--- src/verilog/pcr_pkg.sv ---
// Package with offsets, field layouts, reset values and scale constants of the protection bank.
package pcr_pkg;

  // Byte addresses of the bank on the register port.
  localparam logic [7:0] ZC_TRIM_ADDR   = 8'h4d;
  localparam logic [7:0] GATE_CFG_ADDR  = 8'h4e;
  localparam logic [7:0] OV_CFG_ADDR    = 8'h4f;
  localparam logic [7:0] UV_CFG_ADDR    = 8'h50;
  localparam logic [7:0] TEMP_WARN_ADDR = 8'h51;
  localparam logic [7:0] CLEAR_ADDR     = 8'h52;
  localparam logic [7:0] AUX_CFG_ADDR   = 8'h53;

  // Implemented bits of each register; everything else reads zero.
  localparam logic [7:0] ZC_TRIM_MASK   = 8'h3f;
  localparam logic [7:0] GATE_CFG_MASK  = 8'h3f;
  localparam logic [7:0] OV_CFG_MASK    = 8'h07;
  localparam logic [7:0] UV_CFG_MASK    = 8'h07;
  localparam logic [7:0] TEMP_WARN_MASK = 8'hff;
  localparam logic [7:0] CLEAR_MASK     = 8'h01;
  localparam logic [7:0] AUX_CFG_MASK   = 8'h0e;

  // Field positions.
  localparam int ZC_SIGN_BIT      = 5;
  localparam int GATE_EN_BIT      = 0;
  localparam int GATE_CODE_LSB    = 1;
  localparam int CLEAR_BIT        = 0;
  localparam int AUX_TIMER_BIT    = 3;
  localparam int AUX_SOURCE_BIT   = 2;
  localparam int AUX_TRIGGER_BIT  = 1;

  // Reset values.
  localparam logic [7:0] ZC_TRIM_RST    = 8'h00;
  localparam logic [7:0] GATE_CFG_RST   = 8'h00;
  localparam logic [7:0] OV_CFG_RST     = 8'h00;
  localparam logic [7:0] UV_CFG_RST     = 8'h00;
  localparam logic [7:0] TEMP_WARN_RST  = 8'hff;
  localparam logic [7:0] CLEAR_RST      = 8'h00;
  localparam logic [7:0] AUX_CFG_RST    = 8'h00;

  // Scale constants: 600 uV, 35 mV, 215 mV, 50 mV, 8 mV.
  localparam logic [15:0]        ZC_STEP_UV     = 16'h0258;
  localparam logic [10:0]        GATE_STEP_MV   = 11'h023;
  localparam logic [10:0]        GATE_BASE_MV   = 11'h0d7;
  localparam logic [11:0]        THR_STEP_MV    = 12'h032;
  localparam logic [11:0]        TEMP_STEP_MV   = 12'h008;
  // Over-voltage nominal 600 mV typical, 500 mV minimum, clamp 2000 mV.
  localparam logic signed [11:0] OV_TYP_MV      = 12'sh258;
  localparam logic signed [11:0] OV_MIN_MV      = 12'sh1f4;
  localparam logic signed [11:0] OV_CLAMP_MV    = 12'sh7d0;
  localparam logic [2:0]         OV_CLAMP_CODE  = 3'h4;
  // Under-voltage nominal -500 mV typical, bounded at -400 mV.
  localparam logic signed [11:0] UV_TYP_MV      = -12'sh1f4;
  localparam logic signed [11:0] UV_BOUND_MV    = -12'sh190;
  localparam logic [2:0]         UV_OFF_CODE    = 3'h4;
  // Current-limit trigger levels: 225 mV and 1000 mV.
  localparam logic signed [12:0] LIMIT_LOW_MV   = 13'sh0e1;
  localparam logic signed [12:0] LIMIT_DIFF_MV  = 13'sh3e8;

endpackage : pcr_pkg

--- src/verilog/pcr_protection_config_registers.sv ---
// Protection configuration register bank with its derived threshold and gate logic.
//
// Notes on behaviour
// - Trim bits 5:0 give 0.6 mV steps; bit 5 set positive, else negative.
// - Gate threshold bits 5:1 map 0.215 V plus 35 mV per code.
// - Gate enable bit 0 resets to 0 and a 1 enables the gate.
// - Enabled gate blocks per-phase current limiting while output is below threshold.
// - Over-voltage code shifts the trip by 50 mV steps up or down.
// - Over-voltage code 000 gives 600 mV typical, 500 mV minimum.
// - Over-voltage code 100 clamps the trip level at a fixed 2.0 V.
// - Under-voltage code shifts by 50 mV steps; code 100 disables protection.
// - Under-voltage code 000 gives -500 mV typical, bounded at -400 mV.
// - Temperature warning threshold resets to 0xff, 8 mV per code.
// - Writing bit 0 from 0 to 1 clears the overcurrent limit status.
// - The clear register stays writable while the lock rejects other writes.
// - Auxiliary bit 3 enables the ultrasonic timer, reset value 0.
// - Auxiliary bit 2 picks fuse settings at 0, bus settings at 1.
// - Auxiliary bit 1 picks low-level trigger or reference-difference trigger.
`timescale 1ns/1ps

module pcr_protection_config_registers
  import pcr_pkg::*;
#(
  parameter int NPHASE = 8
) (
  input  wire logic                clk,
  input  wire logic                reset_n,
  input  wire logic                reg_wr_en,
  input  wire logic                reg_rd_en,
  input  wire logic [7:0]          reg_addr,
  input  wire logic [7:0]          reg_wdata,
  input  wire logic                reg_lock,
  input  wire logic [10:0]         vout_rel_diff_amp_output_mv,
  input  wire logic [NPHASE-1:0]   per_phase_current_limit_raw,
  input  wire logic [7:0]          power_stage_temp_monitor_code,
  input  wire logic [11:0]         current_sense_amp_out_mv,
  input  wire logic [11:0]         current_sense_reference_mv,
  output logic [7:0]               reg_rdata,
  output logic                     reg_rd_valid,
  output logic signed [15:0]       zero_cross_detector_offset_uv,
  output logic [10:0]              min_vout_limit_gate_mv,
  output logic                     min_vout_limit_gate_active,
  output logic [NPHASE-1:0]        per_phase_current_limit,
  output logic signed [11:0]       overvoltage_protection_typ_mv,
  output logic signed [11:0]       overvoltage_protection_min_mv,
  output logic                     overvoltage_protection_clamped,
  output logic signed [11:0]       undervoltage_protection_typ_mv,
  output logic signed [11:0]       undervoltage_protection_bound_mv,
  output logic                     undervoltage_protection_enable,
  output logic [11:0]              power_stage_temp_warn_mv,
  output logic                     power_stage_temp_warning,
  output logic                     overcurrent_limit_status_clear,
  output logic                     ultrasonic_timer_enable,
  output logic                     settings_from_i2c,
  output logic                     limit_trigger_select,
  output logic                     current_limit_event
);

  // The whole state of the bank, software fields and registered outputs alike.
  typedef struct packed {
    logic [5:0]          zc_trim;
    logic [4:0]          gate_code;
    logic                gate_en;
    logic [2:0]          ov_code;
    logic [2:0]          uv_code;
    logic [7:0]          temp_thr;
    logic                clear_bit;
    logic                aux_timer;
    logic                aux_source;
    logic                aux_trigger;
    logic [7:0]          rdata;
    logic                rd_valid;
    logic signed [15:0]  zc_offset_uv;
    logic [10:0]         gate_mv;
    logic                gate_active;
    logic [NPHASE-1:0]   phase_limit;
    logic signed [11:0]  ov_typ_mv;
    logic signed [11:0]  ov_min_mv;
    logic                ov_clamped;
    logic signed [11:0]  uv_typ_mv;
    logic signed [11:0]  uv_bound_mv;
    logic                uv_enable;
    logic [11:0]         temp_mv;
    logic                temp_warning;
    logic                status_clear;
    logic                limit_event;
  } pcr_state_t;

  pcr_state_t s_q;
  pcr_state_t s_d;

  // Trim code to signed offset in microvolts. Code 100000 is the first positive
  // step, so the positive side cannot reach 32 steps and stops at 31.
  function automatic logic signed [15:0] pcr_zc_uv(input logic [5:0] code);
    logic [15:0] mag;
    logic [15:0] prod;
    mag = {11'h000, code[4:0]};
    if (code[ZC_SIGN_BIT] && (code[4:0] == 5'h00)) begin
      mag = 16'h0001;
    end
    prod = mag * ZC_STEP_UV;
    pcr_zc_uv = code[ZC_SIGN_BIT] ? $signed(prod) : -$signed(prod);
  endfunction : pcr_zc_uv

  // Three-bit threshold code to signed shift. Codes 1..3 go up when low_up is
  // set and down otherwise; codes 5..7 go the other way; codes 0 and 4 give zero.
  function automatic logic signed [11:0] pcr_step_mv(input logic [2:0] code,
                                                     input logic       low_up);
    logic [11:0] mag;
    logic        up;
    mag = {10'h000, code[1:0]} * THR_STEP_MV;
    up  = code[2] ? !low_up : low_up;
    pcr_step_mv = up ? $signed(mag) : -$signed(mag);
  endfunction : pcr_step_mv

  // Next-state logic: bus writes and reads, then every derived output.
  always_comb begin
    logic              writable;
    logic              wr_hit;
    logic signed [12:0] sense_diff;
    logic signed [11:0] ov_shift;
    logic signed [11:0] uv_shift;
    writable   = 1'b0;
    wr_hit     = 1'b0;
    sense_diff = 13'sh0000;
    ov_shift   = 12'sh000;
    uv_shift   = 12'sh000;
    s_d        = s_q;

    // The lock freezes the bank except the clear trigger, which stays live.
    writable = !reg_lock || (reg_addr == CLEAR_ADDR);
    wr_hit   = reg_wr_en && writable;
    s_d.status_clear = 1'b0;

    // Only implemented bits are stored; reserved bits drop on the floor.
    if (wr_hit && (reg_addr == ZC_TRIM_ADDR)) begin
      s_d.zc_trim = reg_wdata[5:0];
    end else if (wr_hit && (reg_addr == GATE_CFG_ADDR)) begin
      s_d.gate_code = reg_wdata[GATE_CODE_LSB +: 5];
      s_d.gate_en   = reg_wdata[GATE_EN_BIT];
    end else if (wr_hit && (reg_addr == OV_CFG_ADDR)) begin
      s_d.ov_code = reg_wdata[2:0];
    end else if (wr_hit && (reg_addr == UV_CFG_ADDR)) begin
      s_d.uv_code = reg_wdata[2:0];
    end else if (wr_hit && (reg_addr == TEMP_WARN_ADDR)) begin
      s_d.temp_thr = reg_wdata;
    end else if (wr_hit && (reg_addr == CLEAR_ADDR)) begin
      s_d.clear_bit = reg_wdata[CLEAR_BIT];
      // Only the rising edge of the stored bit clears; rewriting 1 does nothing.
      s_d.status_clear = reg_wdata[CLEAR_BIT] && !s_q.clear_bit;
    end else if (wr_hit && (reg_addr == AUX_CFG_ADDR)) begin
      s_d.aux_timer   = reg_wdata[AUX_TIMER_BIT];
      s_d.aux_source  = reg_wdata[AUX_SOURCE_BIT];
      s_d.aux_trigger = reg_wdata[AUX_TRIGGER_BIT];
    end

    // Reads return the value before a write in the same cycle; unmapped reads zero.
    s_d.rd_valid = reg_rd_en;
    s_d.rdata    = s_q.rdata;
    if (reg_rd_en) begin
      if (reg_addr == ZC_TRIM_ADDR) begin
        s_d.rdata = {2'h0, s_q.zc_trim} & ZC_TRIM_MASK;
      end else if (reg_addr == GATE_CFG_ADDR) begin
        s_d.rdata = {2'h0, s_q.gate_code, s_q.gate_en} & GATE_CFG_MASK;
      end else if (reg_addr == OV_CFG_ADDR) begin
        s_d.rdata = {5'h00, s_q.ov_code} & OV_CFG_MASK;
      end else if (reg_addr == UV_CFG_ADDR) begin
        s_d.rdata = {5'h00, s_q.uv_code} & UV_CFG_MASK;
      end else if (reg_addr == TEMP_WARN_ADDR) begin
        s_d.rdata = s_q.temp_thr & TEMP_WARN_MASK;
      end else if (reg_addr == CLEAR_ADDR) begin
        s_d.rdata = {7'h00, s_q.clear_bit} & CLEAR_MASK;
      end else if (reg_addr == AUX_CFG_ADDR) begin
        s_d.rdata = {4'h0, s_q.aux_timer, s_q.aux_source, s_q.aux_trigger, 1'b0}
                    & AUX_CFG_MASK;
      end else begin
        s_d.rdata = 8'h00;
      end
    end

    // Derived codes follow the new field values so they move on the write edge.
    s_d.zc_offset_uv = pcr_zc_uv(s_d.zc_trim);
    s_d.gate_mv = {6'h00, s_d.gate_code} * GATE_STEP_MV + GATE_BASE_MV;

    ov_shift = pcr_step_mv(s_d.ov_code, 1'b1);
    s_d.ov_clamped = (s_d.ov_code == OV_CLAMP_CODE);
    if (s_d.ov_clamped) begin
      s_d.ov_typ_mv = OV_CLAMP_MV;
      s_d.ov_min_mv = OV_CLAMP_MV;
    end else begin
      s_d.ov_typ_mv = OV_TYP_MV + ov_shift;
      s_d.ov_min_mv = OV_MIN_MV + ov_shift;
    end

    uv_shift = pcr_step_mv(s_d.uv_code, 1'b0);
    s_d.uv_enable   = (s_d.uv_code != UV_OFF_CODE);
    s_d.uv_typ_mv   = UV_TYP_MV + uv_shift;
    s_d.uv_bound_mv = UV_BOUND_MV + uv_shift;

    // Warning level only; whether it sits below the fault level is software's concern.
    s_d.temp_mv = {4'h0, s_d.temp_thr} * TEMP_STEP_MV;
    s_d.temp_warning = (power_stage_temp_monitor_code >= s_q.temp_thr);

    // The gate works from the configuration in force this cycle, one cycle of latency.
    s_d.gate_active = s_q.gate_en && (vout_rel_diff_amp_output_mv < s_q.gate_mv);
    s_d.phase_limit = s_d.gate_active ? '0 : per_phase_current_limit_raw;
    if (s_q.gate_en && (vout_rel_diff_amp_output_mv < s_q.gate_mv)) begin
      s_d.phase_limit = '0;
    end

    // Both trigger modes are evaluated on signed millivolts to keep the difference honest.
    sense_diff = $signed({1'b0, current_sense_reference_mv})
               - $signed({1'b0, current_sense_amp_out_mv});
    if (s_q.aux_trigger) begin
      s_d.limit_event = (sense_diff > LIMIT_DIFF_MV);
    end else begin
      s_d.limit_event = ($signed({1'b0, current_sense_amp_out_mv}) < LIMIT_LOW_MV);
    end
  end

  // State register with synchronous reset to the documented defaults.
  always_ff @(posedge clk) begin
    if (!reset_n) begin
      s_q              <= '0;
      s_q.zc_trim      <= ZC_TRIM_RST[5:0];
      s_q.gate_code    <= GATE_CFG_RST[5:1];
      s_q.gate_en      <= GATE_CFG_RST[0];
      s_q.ov_code      <= OV_CFG_RST[2:0];
      s_q.uv_code      <= UV_CFG_RST[2:0];
      s_q.temp_thr     <= TEMP_WARN_RST;
      s_q.clear_bit    <= CLEAR_RST[0];
      s_q.aux_timer    <= AUX_CFG_RST[3];
      s_q.aux_source   <= AUX_CFG_RST[2];
      s_q.aux_trigger  <= AUX_CFG_RST[1];
      s_q.gate_mv      <= GATE_BASE_MV;
      s_q.ov_typ_mv    <= OV_TYP_MV;
      s_q.ov_min_mv    <= OV_MIN_MV;
      s_q.uv_typ_mv    <= UV_TYP_MV;
      s_q.uv_bound_mv  <= UV_BOUND_MV;
      s_q.uv_enable    <= 1'b1;
      s_q.temp_mv      <= {4'h0, TEMP_WARN_RST} * TEMP_STEP_MV;
    end else begin
      s_q <= s_d;
    end
  end

  // Every output is a field of the state register.
  assign reg_rdata                        = s_q.rdata;
  assign reg_rd_valid                     = s_q.rd_valid;
  assign zero_cross_detector_offset_uv    = s_q.zc_offset_uv;
  assign min_vout_limit_gate_mv           = s_q.gate_mv;
  assign min_vout_limit_gate_active       = s_q.gate_active;
  assign per_phase_current_limit          = s_q.phase_limit;
  assign overvoltage_protection_typ_mv    = s_q.ov_typ_mv;
  assign overvoltage_protection_min_mv    = s_q.ov_min_mv;
  assign overvoltage_protection_clamped   = s_q.ov_clamped;
  assign undervoltage_protection_typ_mv   = s_q.uv_typ_mv;
  assign undervoltage_protection_bound_mv = s_q.uv_bound_mv;
  assign undervoltage_protection_enable   = s_q.uv_enable;
  assign power_stage_temp_warn_mv         = s_q.temp_mv;
  assign power_stage_temp_warning         = s_q.temp_warning;
  assign overcurrent_limit_status_clear   = s_q.status_clear;
  assign ultrasonic_timer_enable          = s_q.aux_timer;
  assign settings_from_i2c                = s_q.aux_source;
  assign limit_trigger_select             = s_q.aux_trigger;
  assign current_limit_event              = s_q.limit_event;
endmodule : pcr_protection_config_registers

--- config.mk ---
export PLATFORM = sky130hd
export DESIGN_NAME = pcr_protection_config_registers
export DESIGN_NICKNAME = d
export VERILOG_FILES = /design/src/verilog/pcr_pkg.sv /design/src/verilog/pcr_protection_config_registers.sv
export SDC_FILE = /design/constraint.sdc
export NUM_CORES = 1
export LEC_CHECK = 0
export ABC_AREA = 1
export BUFFER_PORTS_ARGS = -buffer_cell sky130_fd_sc_hd__buf_2
export CORE_MARGIN = 2
export CORE_UTILIZATION = 45
export DETAILED_ROUTE_END_ITERATION = 7
export GPL_TIMING_DRIVEN = 0
export PLACE_DENSITY = 0.76
export SYNTH_ARGS = -nofsm -noshare
export SYNTH_HDL_FRONTEND = slang
export SYNTH_SLANG_ARGS = --single-unit
--- constraint.sdc ---
create_clock -name clk -period 3.6 [get_ports clk]
set_input_delay 0.18 -clock clk [delete_from_list [all_inputs] [get_ports clk]]
set_output_delay 0.18 -clock clk [all_outputs]
set_load 0.02 [all_outputs]
After elaboration in Yosys (flattened, before gate mapping)
Cells that the tools add are included.
{ "classes": {"n_addsub": 9, "n_mul": 4, "n_lt_le_gt_ge": 4, "n_eq_ne": 9, "mux": 27, "bitwise": 7, "n_reduce_logical": 22} }
{ "op_table": {"columns": ["op", "count"], "rows": [
  ["$eq 8x7->1 const B", 7],
  ["$mux 8", 6],
  ["$add 10x12->12 const A", 3],
  ["$mux 12", 3],
  ["$mux 24", 1],
  ["$neg 8->12", 2],
  ["$mux 23", 1],
  ["$mux 18", 1],
  ["$mul 16x7->13 const B", 1],
  ["$mux 16", 1],
  ["$neg 16->16", 1],
  ["$mux 15", 1],
  ["$mul 2x5->7 const B", 2],
  ["$gt 13x11->1 const B", 1],
  ["$sub 12x12->13", 1],
  ["$add 11x12->12 const A", 1],
  ["$lt 12x8->1 const B", 1],
  ["$mux 3", 4],
  ["$mux 4", 3],
  ["$mux 6", 2],
  ["$add 11x8->11 const B", 1],
  ["$logic_and 1x1->1", 11],
  ["$lt 11x11->1", 1],
  ["$mul 5x6->11 const B", 1],
  ["14 further kinds", 25]
]} }
{ "totals": {"reg_bits": 132, "wordCells": 111} }

Longest topological paths before layout
Gate-level depths: netlist of run 1.
{ "depth": {"depth_word": 16, "ltp_mapped": 31, "ltp_nobuf": 31} }

Least setup slack after synthesis of run 1
No wires, ideal clock.
{ "synth_path": {"kind": "in2reg", "start": "in reg_addr[5]", "end": "reg s_q (netlist bit min_vout_limit_gate_mv[10])", "setup_ns": 0.071, "arrival_ns": 3.676, "t_required_ns": 3.529, "path_slack_ns": -0.146, "cell_stages": 19, "cell_sequence": "nor2_1 -> nand3_1 -> nor2_1 -> inv_1 -> nor2_1 -> inv_1 -> o21ai_0 -> inv_1 -> ha_1 -> inv_1 -> fa_1 -> inv_1 -> fa_1 -> o21ai_0 -> a31oi_1 -> o21ai_0 -> and2_1 -> o21ai_0 -> a21oi_1"} }
{ "synth_rtl": {"columns": ["element", "line", "text"], "rows": [
  ["start, declared", "pcr_protection_config_registers.sv:30", "input wire logic [7:0] reg_addr,"],
  ["end, declared", "pcr_protection_config_registers.sv:89", "pcr_state_t s_q;"]
]} }

==> results.md, run 1 <==
- In this run the deepest clock path goes through 2 buffers.
- The routed wire length is 19500 um.
- The library cell used as clock root buffer is sky130_fd_sc_hd__clkbuf_16.
- In this run the vertical extent of the chip is 135 um.
- The number of antenna violations at the first check in global routing is 3.
- For this run, asynchronously set or reset flops after synthesis account for 0%.
- The final period utilization is 94.1%.
- The total number of nets in the final design is 1431.
- The area of the multi-input gates is 4070 um2.
- The critical path data arrival time is 3.72 ns.
- The worst setup path is launched from a primary input.
- The analysis attributes to net switching a power of 793 uW.
- The commonest non-fill, non-tap cell in the layout is sky130_fd_sc_hd__buf_2.
- Of all nets on the critical path, the largest fanout is 6.
- The final hold slack is 0.0159 ns.
- The area of the core is 16600 um2.
- The internal portion of the total power is 2670 uW.
- The number of distinct standard cells referenced by the synthesized netlist is 45.
- In this run, synthesis inferred 0 flip-flops with an integrated enable.
- Setup violations remaining at the end of the flow were counted as 0.
- The latest clock arrival within the worst-skew pair is 0.42 ns.
- The worst voltage drop across the vdd grid is 308 uV.
- Summing over every cut layer, the via total after detailed routing is 7201.
- The peak clock frequency supported by timing is 295 MHz.
- The met2 wire length is 9570 um.
- The power per cell area is 349 nW/um2.
- The sequential-to-total area share from yosys stat is 30.8%.
- The clock-pin transition on the worst setup and hold timing paths is 0.05 ns.
- The worst pin sits at a relative slew slack of 44.6%.
- The highest metal layer with signal wires is met5.
- Summed over its instances, the top area cell type makes up 30.8% of the synthesized netlist area.
- Summing all flip-flop and latch instances after layout gives 2360 um2.
- Row generation in the floorplan step produced 47 rows.
- The post-detailed-route via-to-cell ratio is 4.77.
- Net switching is 22.9% of the power.
- The final count of pins violating max slew came to 0.
- The most critical setup path has its startpoint at reg_addr[2].
- The post-route netlist has 31.0% of its cells at a drive strength greater than 1.
- For the worst setup path, the data required time is 3.93 ns.
- The initial utilization of the core area, before any placement, comes to 46.1%.
- The number of buffers inserted by port buffering is 173.
- After detailed routing, the average wire length per cell comes to 12.9 um.
- Counting I/O delays and the setup requirement, the final critical path takes 3.39 ns.
- The run finished with clean final reports.
- The count of TritonRoute iterations in the first routing pass is 5.
- The clock network power share is 51.9%.
- The final-layout fill cell count is 1471.
- The clock tree synthesis step divided the H-tree into 4 levels.
- Global routing finished with a remaining overflow of 0.
- Synthesis inferred 118 register bits.
- The tightest min-delay check is of the in -> reg type.
- The mean cell area of the mapped netlist is 7.35 um2.
- After detailed routing, the number of remaining DRC violations is 0.
- At the pin with the least slew margin, the transition time is 0.831 ns.
- Of the total power, combinational logic draws 9.7%.
- The number of global-route vias before repair is 6671.
- From synthesis to final layout, the design area changed by 29.3%.
- TritonCTS built the clock tree.
- The worst setup path is of the in -> reg kind.
- The die area is 18100 um2.
- The hold violation total from the final report is 0.
- The biggest area consumer among synthesized cells is sky130_fd_sc_hd__dfxtp_1.
- Routability-driven placement finished with a final weighted congestion of 0.945.
- The first global-routing pass estimated 30800 um of wire.
- By area the synthesized netlist is led by sky130_fd_sc_hd__dfxtp_1, sky130_fd_sc_hd__ha_1, sky130_fd_sc_hd__buf_4, sky130_fd_sc_hd__nand2_1, sky130_fd_sc_hd__inv_1.
- In this run the static leakage power is 0.00543 uW.
- In this run the count of I/O pins placed on the die edge is 185.
- The number of sinks on the clock net is 118.
- The count of yosys warnings during synthesis is 0.
- Between clock sinks in the finished design, the worst skew comes to 0.00731 ns.
- In the layout the commonest cells are sky130_fd_sc_hd__buf_2, sky130_fd_sc_hd__nand2_1, sky130_fd_sc_hd__inv_1.
- The die span in x is 135 um.
- Sequential cells account for 38.4% of the total power.
- The first routing iteration left 386 violations.
- The wire length on met3 is 1260 um.
- Entering global routing, the biggest net connects 17 pins.
- The number of routed nets with antenna violations is 0.
- The number of clock buffers added by TritonCTS is 17.
- Measured in cells, the most critical reg-to-reg path has a length of 14.
- Counting instances, the worst hold path has a depth of 3.
- The global-route usage over all layers is 21.4%.
- The top flip-flop cell by instance count after synthesis is sky130_fd_sc_hd__dfxtp_1.
- The max-cap violation count is 0.
- Once detailed placement completed, the half-perimeter wirelength came to 15000 um.
- The total standard cell area after synthesis is 7670 um2.
- The startpoint of the lowest-slack hold path is reg_wdata[6].
- Summed over all failing endpoints, the final setup total negative slack is 0 ns.
- The worst register-to-register path begins at s_q[130]$_SDFF_PN0_.
- The worst setup path is captured at a flop.
- The detailed router put a total of 7920 um of wire on met1.
- The count of mapped cells out of synthesis is 1044.
==> what timing repair did <==
action,in CTS,in global routing
buffers inserted,1,16
endpoints found under the hold margin,9,0
resized for setup,16,39
endpoints found under the setup margin,10,10
pin swaps,2,11
hold buffers,9,0
==> final cells by class <==
class / instances / share of cell area, %
repair buffers: 199 / 10.9
plain buffers: 115 / 8.33
clock inverters: 8 / 1.48
multi-input cells: 649 / 41.0
inverters: 177 / 6.80
clock buffers: 23 / 4.82
flip-flops and latches: 118 / 23.8
diodes: 2 / 0.0505
well taps: 220 / 2.78
==> metal layers <==
layer,GRT usage [%],vias to the layer above
li1,-,3666
met1,24.7,3208
met2,37.2,266
met3,4.84,59
met4,10.6,2
met5,0,-
==> power by group through the flow <==
| stage | Clock [uW] | Combinational [uW] | Sequential (uW) |
|---|---|---|---|
| 6_report | 1800 | 336 | 1330 |
| 5_1_grt | 1870 | 374 | 1330 |
| 4_1_cts | 1820 | 328 | 1330 |
| 3_5_place_dp | 0 | 317 | 1350 |
| 3_3_place_gp | 0 | 311 | 1350 |
| 2_1_floorplan | 0 | 209 | 1350 |
==> registers in the layout, summed over array words and instances (netlist names), 8 cells and up <==
signal / count
min_vout_limit_gate_mv: 11
overvoltage_protection_min_mv: 10
overvoltage_protection_typ_mv: 11
per_phase_current_limit: 8
power_stage_temp_warn_mv: 8
reg_rdata: 8
s_q: 19
undervoltage_protection_bound_mv: 10
undervoltage_protection_typ_mv: 10
zero_cross_detector_offset_uv: 13
==> critical path, stage by stage <==
cell                      delay, ns
sky130_fd_sc_hd__buf_2         0.12
sky130_fd_sc_hd__inv_2         0.06
sky130_fd_sc_hd__nand2_4       0.10
sky130_fd_sc_hd__nor2_4        0.15
sky130_fd_sc_hd__nand2_4       0.08
sky130_fd_sc_hd__nand2_4       0.11
sky130_fd_sc_hd__nand2_4       0.11
sky130_fd_sc_hd__nor2_4        0.15
sky130_fd_sc_hd__inv_2         0.09
sky130_fd_sc_hd__o21ai_4       0.20
sky130_fd_sc_hd__inv_2         0.08
sky130_fd_sc_hd__ha_4          0.28
sky130_fd_sc_hd__inv_1         0.08
sky130_fd_sc_hd__fa_1          0.58
sky130_fd_sc_hd__inv_1         0.08
sky130_fd_sc_hd__fa_2          0.41
sky130_fd_sc_hd__o21ai_2       0.17
sky130_fd_sc_hd__a31oi_1       0.12
sky130_fd_sc_hd__o21ai_1       0.16
sky130_fd_sc_hd__and2_1        0.16
sky130_fd_sc_hd__o21ai_0       0.07
sky130_fd_sc_hd__a21oi_1       0.14
==> path summary, 6_finish.rpt <==
path                                                             endpoint  slack, ns
worst max register to register      min_vout_limit_gate_mv[10]$_SDFF_PN0_       0.45
worst min-delay path             power_stage_temp_warn_mv[9]$_SDFFE_PN1P_       0.02
worst min register to register  overcurrent_limit_status_clear$_SDFF_PP0_       0.44
worst max-delay path                min_vout_limit_gate_mv[10]$_SDFF_PN0_       0.21
==> cells in the mapped netlist, types with 12 or more instances <==
| library cell | instances |
|---|---|
| sky130_fd_sc_hd__a21oi_1 | 49 |
| sky130_fd_sc_hd__buf_4 | 103 |
| sky130_fd_sc_hd__dfxtp_1 | 118 |
| sky130_fd_sc_hd__ha_1 | 75 |
| sky130_fd_sc_hd__inv_1 | 173 |
| sky130_fd_sc_hd__nand2_1 | 179 |
| sky130_fd_sc_hd__nand2_2 | 16 |
| sky130_fd_sc_hd__nand3_1 | 55 |
| sky130_fd_sc_hd__nand4_1 | 12 |
| sky130_fd_sc_hd__nor2_1 | 98 |
| sky130_fd_sc_hd__o211ai_1 | 12 |
| sky130_fd_sc_hd__o21ai_0 | 38 |
| sky130_fd_sc_hd__o21ai_1 | 12 |
==> through the flow <==
stage / std cells / setup slack (ns) / instance area [um2] / util (%) / power (uW)
2_1_floorplan: 1059 / 0.0143 / 7730 / - / 1560
4_1_cts: 1493 / 0.0130 / 9650 / 58.0 / 3470
5_1_grt: 1511 / -0.0673 / 9920 / 59.6 / 3570
3_3_place_gp: 1452 / -0.714 / 8870 / 53.3 / 1670
6_report: 1511 / 0.213 / 9920 / 59.6 / 3460
3_5_place_dp: 1452 / -0.784 / 8870 / 53.3 / 1670
==> cells by family after synthesis <==
family / after synthesis / share of synthesized area, %
flip-flops: 118 / 30.8
other: 2 / 0.0979
AO/OA/AOI/OAI: 137 / 10.6
XOR/XNOR: 16 / 1.83
buffers and inverters: 292 / 19.5
AND/OR/NAND/NOR: 397 / 23.1
adder cells (fa/ha/maj): 82 / 14.1
Note: power is estimated with default switching activity, not from simulation.
==> run 2, diff against run 1 <==
Settings changed: CORE_MARGIN 2 to unset, CORE_UTILIZATION 45 to 30, PLACE_DENSITY 0.76 to 0.56, REMOVE_ABC_BUFFERS set to 1.
==> run 2 against run 1 <==
Effect of this change: non-clock buffer count fell by 119; first-iteration DRC count decreased by 29%; fmax increased by 2.2%; register-to-register slack better by 0.02 ns; critical path type unchanged.
==> results.md, run 2 (synthesis results as in run 1) <==
- The flow ran to the end, and the final reports show no timing, DRC or antenna violations.
- The final period utilization came to 92.1% (-2.0 points).
- The initial core utilization is 30.6% (-16 points).
- On the critical path, the stage with the largest delay is an instance of sky130_fd_sc_hd__fa_1.
- The worst setup path is launched from a primary input.
- The number of global-route vias before repair is 6205 (-7.0%).
- The peak clock frequency supported by timing is 302 MHz (+2.2%).
- The power per cell area came to 374 nW/um2 (+7.3%).
- The worst-case setup slack after placement is -1.04 ns (-0.252 ns).
- The end-of-flow core utilization is 36.6% (-23 points).
- In the layout the commonest cells are sky130_fd_sc_hd__nand2_1, sky130_fd_sc_hd__buf_2, sky130_fd_sc_hd__inv_1.
- The die span in x is 162 um (+20%).
- The slew at the pin closest to its max-slew limit is 0.959 ns (+0.128 ns).
- The number of violations reported at the end of detailed-routing iteration 0 is 274 (-29%).
- The post-detailed-route via-to-cell ratio is 4.37 (-8.4%).
- The library cell used as clock root buffer is sky130_fd_sc_hd__clkbuf_16.
- The HPWL reported at the end of detailed placement is 14200 um (-5.6%).
- The latest clock arrival within the worst-skew pair was 0.42 ns (about the same).
- The data required time of the worst path is 3.96 ns (+0.03 ns).
- The total power of the final layout is 3440 uW (-0.65%).
- The number of setup violations in the final report is 0 (unchanged).
- The flip-flop count of the largest register after layout came to 19 (unchanged).
- The number of sinks on the clock net was 118 (unchanged).
- The share of post-route cells with drive strength above 1 was 24.8% (-6.3 points).
- The max-cap violation count came to 0 (unchanged).
- The clock-pin transition on the worst setup and hold timing paths was 0.06 ns (about the same).
- The clock period minus worst slack is 3.32 ns (-0.0718 ns).
- The number of routed nets with antenna violations is 0 (unchanged).
- The TritonCTS clock tree is yes.
- The worst-case headroom to the max-slew limit is 36.0% (-8.5 points).
- The number of buffers inserted by port buffering was 173 (unchanged).
- The critical path data arrival time is 3.67 ns (-0.05 ns).
- The post-detailed-route DRC marker count is 0 (unchanged).
- By startpoint and endpoint, the worst setup path is classified as in -> reg.
- The final count of pins violating max slew came to 0 (unchanged).
- The residual overflow from global routing is 0 (unchanged).
- The dominant cell type by count on the critical path is sky130_fd_sc_hd__nand2_1.
- The stage delay of the slowest cell on the critical path came to 0.57 ns (about the same).
- The routed wire length is 18400 um (-5.6%).
- The total number of nets in the final design is 1312 (-8.3%).
- The final hold slack is 0.0131 ns (-0.00284 ns).
- Relative to the synthesized area, the layout overhead comes to 19.7%.
- The number of standard-cell rows in the floorplan was 58 (+23%).
- The die area is 26200 um2 (+45%).
- The maximum count of clock buffers along a single path is 2 (unchanged).
- The maximum fanout count along the critical path came to 7 (+1).
- The total via count in the routed design is 6560 (-8.9%).
- The count of TritonRoute iterations in the first routing pass is 4 (-1).
- The clock buffer count from CTS is 17 (unchanged).
- The worst path setup slack after routing is 0.285 ns (+0.0718 ns).
- The maximum number of pins on one net before global-route repair is 49 (+32).
- The area of the core was 25100 um2 (+51%).
- The average routed wire per standard cell is 12.3 um (-5.0%).
- The instance area at placement was 8180 um2 (-7.8%).
- The type of the tightest min-delay check is in -> reg.
- The global-route usage over all layers came to 14.3% (-7.1 points).
- The worst setup path is captured at a flop.
- The y dimension of the die came to 162 um (+20%).
- The static leakage power is 0.00488 uW (-10%).
- The count of boundary I/O pins is 185 (unchanged).
- The hold violation total from the final report is 0 (unchanged).
- The final-layout fill cell count is 2676 (+82%).
- The register with the most flip-flops is s_q.
- The final worst clock skew is 0.00738 ns (+0.0000688 ns).
- The number of antenna violations at the first check in global routing is 1 (-2).
- The H-tree depth is 4 (unchanged).
- The first-pass GRT wire length was 29700 um (-3.6%).
- The routability congestion estimate is 0.843 (-11%).
- The finished layout cell area is 9180 um2 (-7.4%).
- The worst voltage drop across the vdd grid is 289 uV (-6.2%).
[run 2: changes by cell type in the layout (fill, tap and decap cells not counted), sizes merged]
cell and change:
clkinv +3, clkinvlp +1, clkbuf -14, diode -1, buf -107, dlygate4sd3 -1
[run 2: path summary, 6_finish.rpt]
check | start | endpoint | slack (ns) | depth (start not counted)
max | reg_addr[2] | zero_cross_detector_offset_uv[14]$_SDFF_PN0_ | 0.28 | 30
min reg2reg | s_q[113]$_SDFFE_PN0P_ | overcurrent_limit_status_clear$_SDFF_PP0_ | 0.43 | 1
min | reg_wdata[7] | power_stage_temp_warn_mv[10]$_SDFFE_PN1P_ | 0.01 | 3
max reg2reg | s_q[130]$_SDFF_PN0_ | min_vout_limit_gate_mv[10]$_SDFF_PN0_ | 0.47 | 14
[run 2: per-layer routing]
| metal | wire length (um) | vias up | track usage (%) |
|---|---|---|---|
| met5 | 0 | - | 0 |
| met4 | 206 | 0 | 4.89 |
| met3 | 1020 | 17 | 3.58 |
| met2 | 8830 | 144 | 24.4 |
| met1 | 8370 | 2966 | 17.4 |
| li1 | - | 3433 | - |
[run 2: timing repair]
item,4_1_cts,5_1_grt
buffers inserted,3,11
hold endpoints to repair,8,0
setup endpoints to repair,15,11
gates resized for setup,14,33
hold buffers,8,0
pin swaps,1,12
[run 2: where the power goes]
| group | leakage [uW] | internal, uW | switching (uW) | total, uW |
|---|---|---|---|---|
| registers | 0.000957 | 1320 | 4.36 | 1330 |
| clock network | 0.000306 | 1190 | 619 | 1810 |
| logic | 0.00361 | 111 | 188 | 299 |
[run 2: through the flow]
| stage | instances | setup TNS (ns) |
|---|---|---|
| CTS | 1490 | 0 |
| floorplan | 944 | -0.219 |
| detailed placement | 1447 | -11.16 |
| global placement | 1447 | -9.75 |
| global route | 1501 | -0.00289 |
| finish | 1502 | 0 |
[run 2: final cells by class]
| class | instances | area (um2) | area share, % |
|---|---|---|---|
| Multi-Input combinational cell | 649 | 4040 | 44.1 |
| Sequential cell | 118 | 2360 | 25.7 |
| Timing Repair Buffer | 195 | 1050 | 11.4 |
| Inverter | 177 | 674 | 7.35 |
| Clock buffer | 20 | 457 | 4.97 |
| Tap cell | 330 | 413 | 4.50 |
| Clock inverter | 12 | 176 | 1.92 |
| Antenna cell | 1 | 2.50 | 0.0273 |
[run 2: worst max-delay path: cells and delay by family]
family / cells / cell delay, ns
AOI/OAI and AO/OA: 3 / 0.36
adders and majority gates: 2 / 0.84
buffers and inverters: 6 / 0.43
and+or+nand+nor: 19 / 1.86
==> run 3, diff against run 2 <==
Settings changed: CTS_BUF_LIST set to sky130_fd_sc_hd__clkbuf_16, GPL_TIMING_DRIVEN 0 to unset.
==> run 3 against run 2 <==
Effect of this change: routed wire length up 4.0%; first-iteration DRC count is 52% higher; setup slack about the same; register-to-register slack worse by 0.03 ns; clock power shrank 8%; non-clock buffer count rose by 73; sequential share of layout area fell by 1.0 points; core utilization rose by 1.5 points; global-route usage increased by 0.41 points; hold slack improved by 0.0065 ns; critical path type unchanged; critical endpoint is now min_vout_limit_gate_mv[9]$_SDFF_PN0_; largest cell class unchanged; highest routed layer unchanged.
==> results.md, run 3 (synthesis results as in run 1) <==
- The critical path is of the in -> reg type.
- The buffer and inverter count on the worst path is 7 (+1).
- The maximum fanout count along the critical path is 4 (-3).
- The maximum number of pins on one net before global-route repair came to 49 (unchanged).
- The final-layout fill cell count is 2675 (-0.037%).
- The flip-flop count of the largest register after layout is 19 (unchanged).
- The routed wire length is 19200 um (+4.0%).
- The share of post-route cells with drive strength above 1 is 27.5% (+2.7 points).
- The maximum count of clock buffers along a single path is 2 (unchanged).
- The final worst clock skew is 0.00775 ns (+0.000368 ns).
- The number of global-route vias before repair is 6487 (+4.5%).
- The met3 usage in global routing is 3.47% (-0.10 points).
- The count of boundary I/O pins is 185 (unchanged).
- The post-detailed-route via-to-cell ratio is 4.34 (-0.53%).
- The number of setup violations in the final report is 0 (unchanged).
- The sequential standard cell area came to 2360 um2 (unchanged).
- The number of cells on the worst hold path came to 3 (unchanged).
- The worst-case setup slack after placement is -0.374 ns (+0.662 ns).
- The worst path setup slack after routing came to 0.285 ns (-0.000228 ns).
- The worst setup path is launched from a primary input.
- The routability congestion estimate came to 0.846 (+0.39%).
- The power per cell area is 344 nW/um2 (-8.0%).
- The global-route track usage on met1 is 18.2% (+0.79 points).
- The reg-to-reg setup timing slack is 0.44 ns (-0.03 ns).
- The path with the worst hold slack has its endpoint at power_stage_temp_warn_mv[9]$_SDFFE_PN1P_.
- The number of buffers inserted by port buffering was 173 (unchanged).
- The worst-case headroom to the max-slew limit is 51.2% (+15 points).
- The number of sinks on the clock net is 118 (unchanged).
- The endpoint identified for the worst register-to-register timing path is min_vout_limit_gate_mv[9]$_SDFF_PN0_.
- The tightest min-delay check is of the in -> reg type.
- For this design, the slowest cell found on the critical path is sky130_fd_sc_hd__fa_1.
- Compared with the post-synthesis result, the final layout area differs by 24.7%.
- The critical path data arrival time is 3.66 ns (about the same).
- The final hold slack came to 0.0196 ns (+0.00651 ns).
- The depth of the worst register-to-register path is 18 (+4).
- The TritonCTS clock tree is yes.
- The dominant cell type by count on the critical path is sky130_fd_sc_hd__nand2_1.
- The static leakage power is 0.00520 uW (+6.6%).
- The die span in x came to 162 um (unchanged).
- The launching point of the worst reg2reg path is s_q[130]$_SDFF_PN0_.
- The count of TritonRoute iterations in the first routing pass is 6 (+2).
- The initial core utilization came to 30.6% (unchanged).
- The max-cap violation count is 0 (unchanged).
- The hold violation total from the final report came to 0 (unchanged).
- The HPWL reported at the end of detailed placement is 14900 um (+5.2%).
- The latest clock arrival within the worst-skew pair was 0.42 ns (about the same).
- The area of the core is 25100 um2 (unchanged).
- The run finished with clean final reports.
- The slew at the pin closest to its max-slew limit was 0.726 ns (-0.234 ns).
- The critical path capture point type is a flop.
- The peak clock frequency supported by timing is 302 MHz (about the same).
- The register with the most flip-flops is s_q.
- The final period utilization is 92.1% (about the same).
- The worst voltage drop across the vdd grid is 317 uV (+9.7%).
- The startpoint of the lowest-slack hold path is reg_wdata[6].
- The total via count in the routed design was 6838 (+4.2%).
- The peak-usage layer in the global routing report is met2.
- The clock-pin transition on the worst setup and hold timing paths is 0.06 ns (about the same).
- The final count of pins violating max slew is 0 (unchanged).
- The data required time of the worst path came to 3.94 ns (-0.02 ns).
- The commonest non-fill, non-tap cell in the layout is sky130_fd_sc_hd__nand2_1.
- The number of routed nets with antenna violations is 0 (unchanged).
- The clock period minus worst slack came to 3.32 ns (+0.000228 ns).
- The die area is 26200 um2 (unchanged).
- The global-route usage over all layers is 14.7% (+0.41 points).
- The first-pass GRT wire length is 30700 um (+3.3%).
- The average routed wire per standard cell is 12.2 um (-0.73%).
- The routing usage on met2 is 25.0% (+0.59 points).
- The H-tree depth was 4 (unchanged).
- The number of violations reported at the end of detailed-routing iteration 0 is 416 (+52%).
- The post-detailed-route DRC marker count is 0 (unchanged).
- The end-of-flow core utilization is 38.1% (+1.5 points).
- The stage delay of the slowest cell on the critical path was 0.45 ns (-0.12 ns).
- The tree is rooted in a sky130_fd_sc_hd__clkbuf_16.
- The y dimension of the die is 162 um (unchanged).
- The top cell types in the final layout, fill and taps aside, are sky130_fd_sc_hd__nand2_1, sky130_fd_sc_hd__inv_1, sky130_fd_sc_hd__buf_2.
- The area of the multi-input gates is 3950 um2 (-2.3%).
- The number of antenna violations at the first check in global routing is 1 (unchanged).
- Grouping stages by cell kind, the critical path spends the most delay in simple AND/OR/NAND/NOR gates.
- The clock buffer count from CTS is 17 (unchanged).
- The total number of nets in the final design came to 1385 (+5.6%).
- The number of standard-cell rows in the floorplan is 58 (unchanged).
- The residual overflow from global routing is 0 (unchanged).
==> run 3: how the worst max path moves through the flow <==
stage                     start                                      endpoint  slack (ns)  cells after the start
global route        reg_addr[0]  zero_cross_detector_offset_uv[14]$_SDFF_PN0_       -0.02                     32
CTS                 reg_addr[5]  zero_cross_detector_offset_uv[14]$_SDFF_PN0_        0.06                     28
floorplan           reg_addr[5]         min_vout_limit_gate_mv[10]$_SDFF_PN0_       -0.16                     19
global placement    reg_addr[7]         min_vout_limit_gate_mv[10]$_SDFF_PN0_       -0.30                     23
detailed placement  reg_addr[5]  zero_cross_detector_offset_uv[14]$_SDFF_PN0_       -0.37                     28
finish              reg_addr[0]          min_vout_limit_gate_mv[9]$_SDFF_PN0_        0.28                     27
==> run 3: worst register-to-register path: stages, from the launching register on <==
cell and delay [ns]:
sky130_fd_sc_hd__dfxtp_1 0.31, sky130_fd_sc_hd__or2_2 0.29, sky130_fd_sc_hd__o21ai_1 0.12, sky130_fd_sc_hd__inv_1 0.09, sky130_fd_sc_hd__ha_1 0.31, sky130_fd_sc_hd__inv_1 0.08
sky130_fd_sc_hd__buf_4 0.14, sky130_fd_sc_hd__fa_1 0.45, sky130_fd_sc_hd__inv_1 0.08, sky130_fd_sc_hd__ha_1 0.22, sky130_fd_sc_hd__a21oi_1 0.16, sky130_fd_sc_hd__nor2_1 0.05
sky130_fd_sc_hd__nor2_1 0.16, sky130_fd_sc_hd__o21bai_1 0.10, sky130_fd_sc_hd__nand2_1 0.07, sky130_fd_sc_hd__nand2_1 0.05, sky130_fd_sc_hd__a21oi_1 0.16, sky130_fd_sc_hd__o21ai_0 0.09
sky130_fd_sc_hd__a21oi_1 0.14
==> run 3: report_power, final <==
group / leakage [uW] / internal [uW] / switching, uW
Combinational: 0.00396 / 123 / 191
Sequential: 0.000957 / 1320 / 4.39
Clock: 0.000287 / 1060 / 592
==> run 3: cell type report <==
type	count	share of cell area, %
Multi-Input combinational cell	649	41.3
Tap cell	330	4.32
Antenna cell	1	0.0262
Clock buffer	17	4.45
Inverter	177	7.00
Timing Repair Buffer	268	16.7
Clock inverter	14	1.49
Sequential cell	118	24.7
==> run 3: metrics by stage <==
stage | TNS [ns] | instances | instance area [um2] | total power, uW
floorplan | -0.219 | 944 | 6900 | 1530
global placement | -2.71 | 1530 | 8800 | 1650
detailed placement | -3.45 | 1530 | 8800 | 1650
CTS | 0 | 1570 | 9460 | 3330
global route | -0.0249 | 1573 | 9570 | 3440
finish | 0 | 1574 | 9570 | 3300
==> run 3: per-layer routing <==
layer | up-vias | part of all wire, %
li1 | 3576 | -
met5 | - | 0
met4 | 0 | 1.5
met2 | 159 | 47
met1 | 3079 | 46
met3 | 24 | 5.9
==> run 3: repair_timing <==
| item | 4_1_cts | 5_1_grt |
|---|---|---|
| endpoints found under the setup margin | 0 | 14 |
| buffers inserted | 0 | 3 |
| resized for setup | 0 | 24 |
| endpoints found under the hold margin | 9 | 0 |
| hold buffers | 9 | 0 |
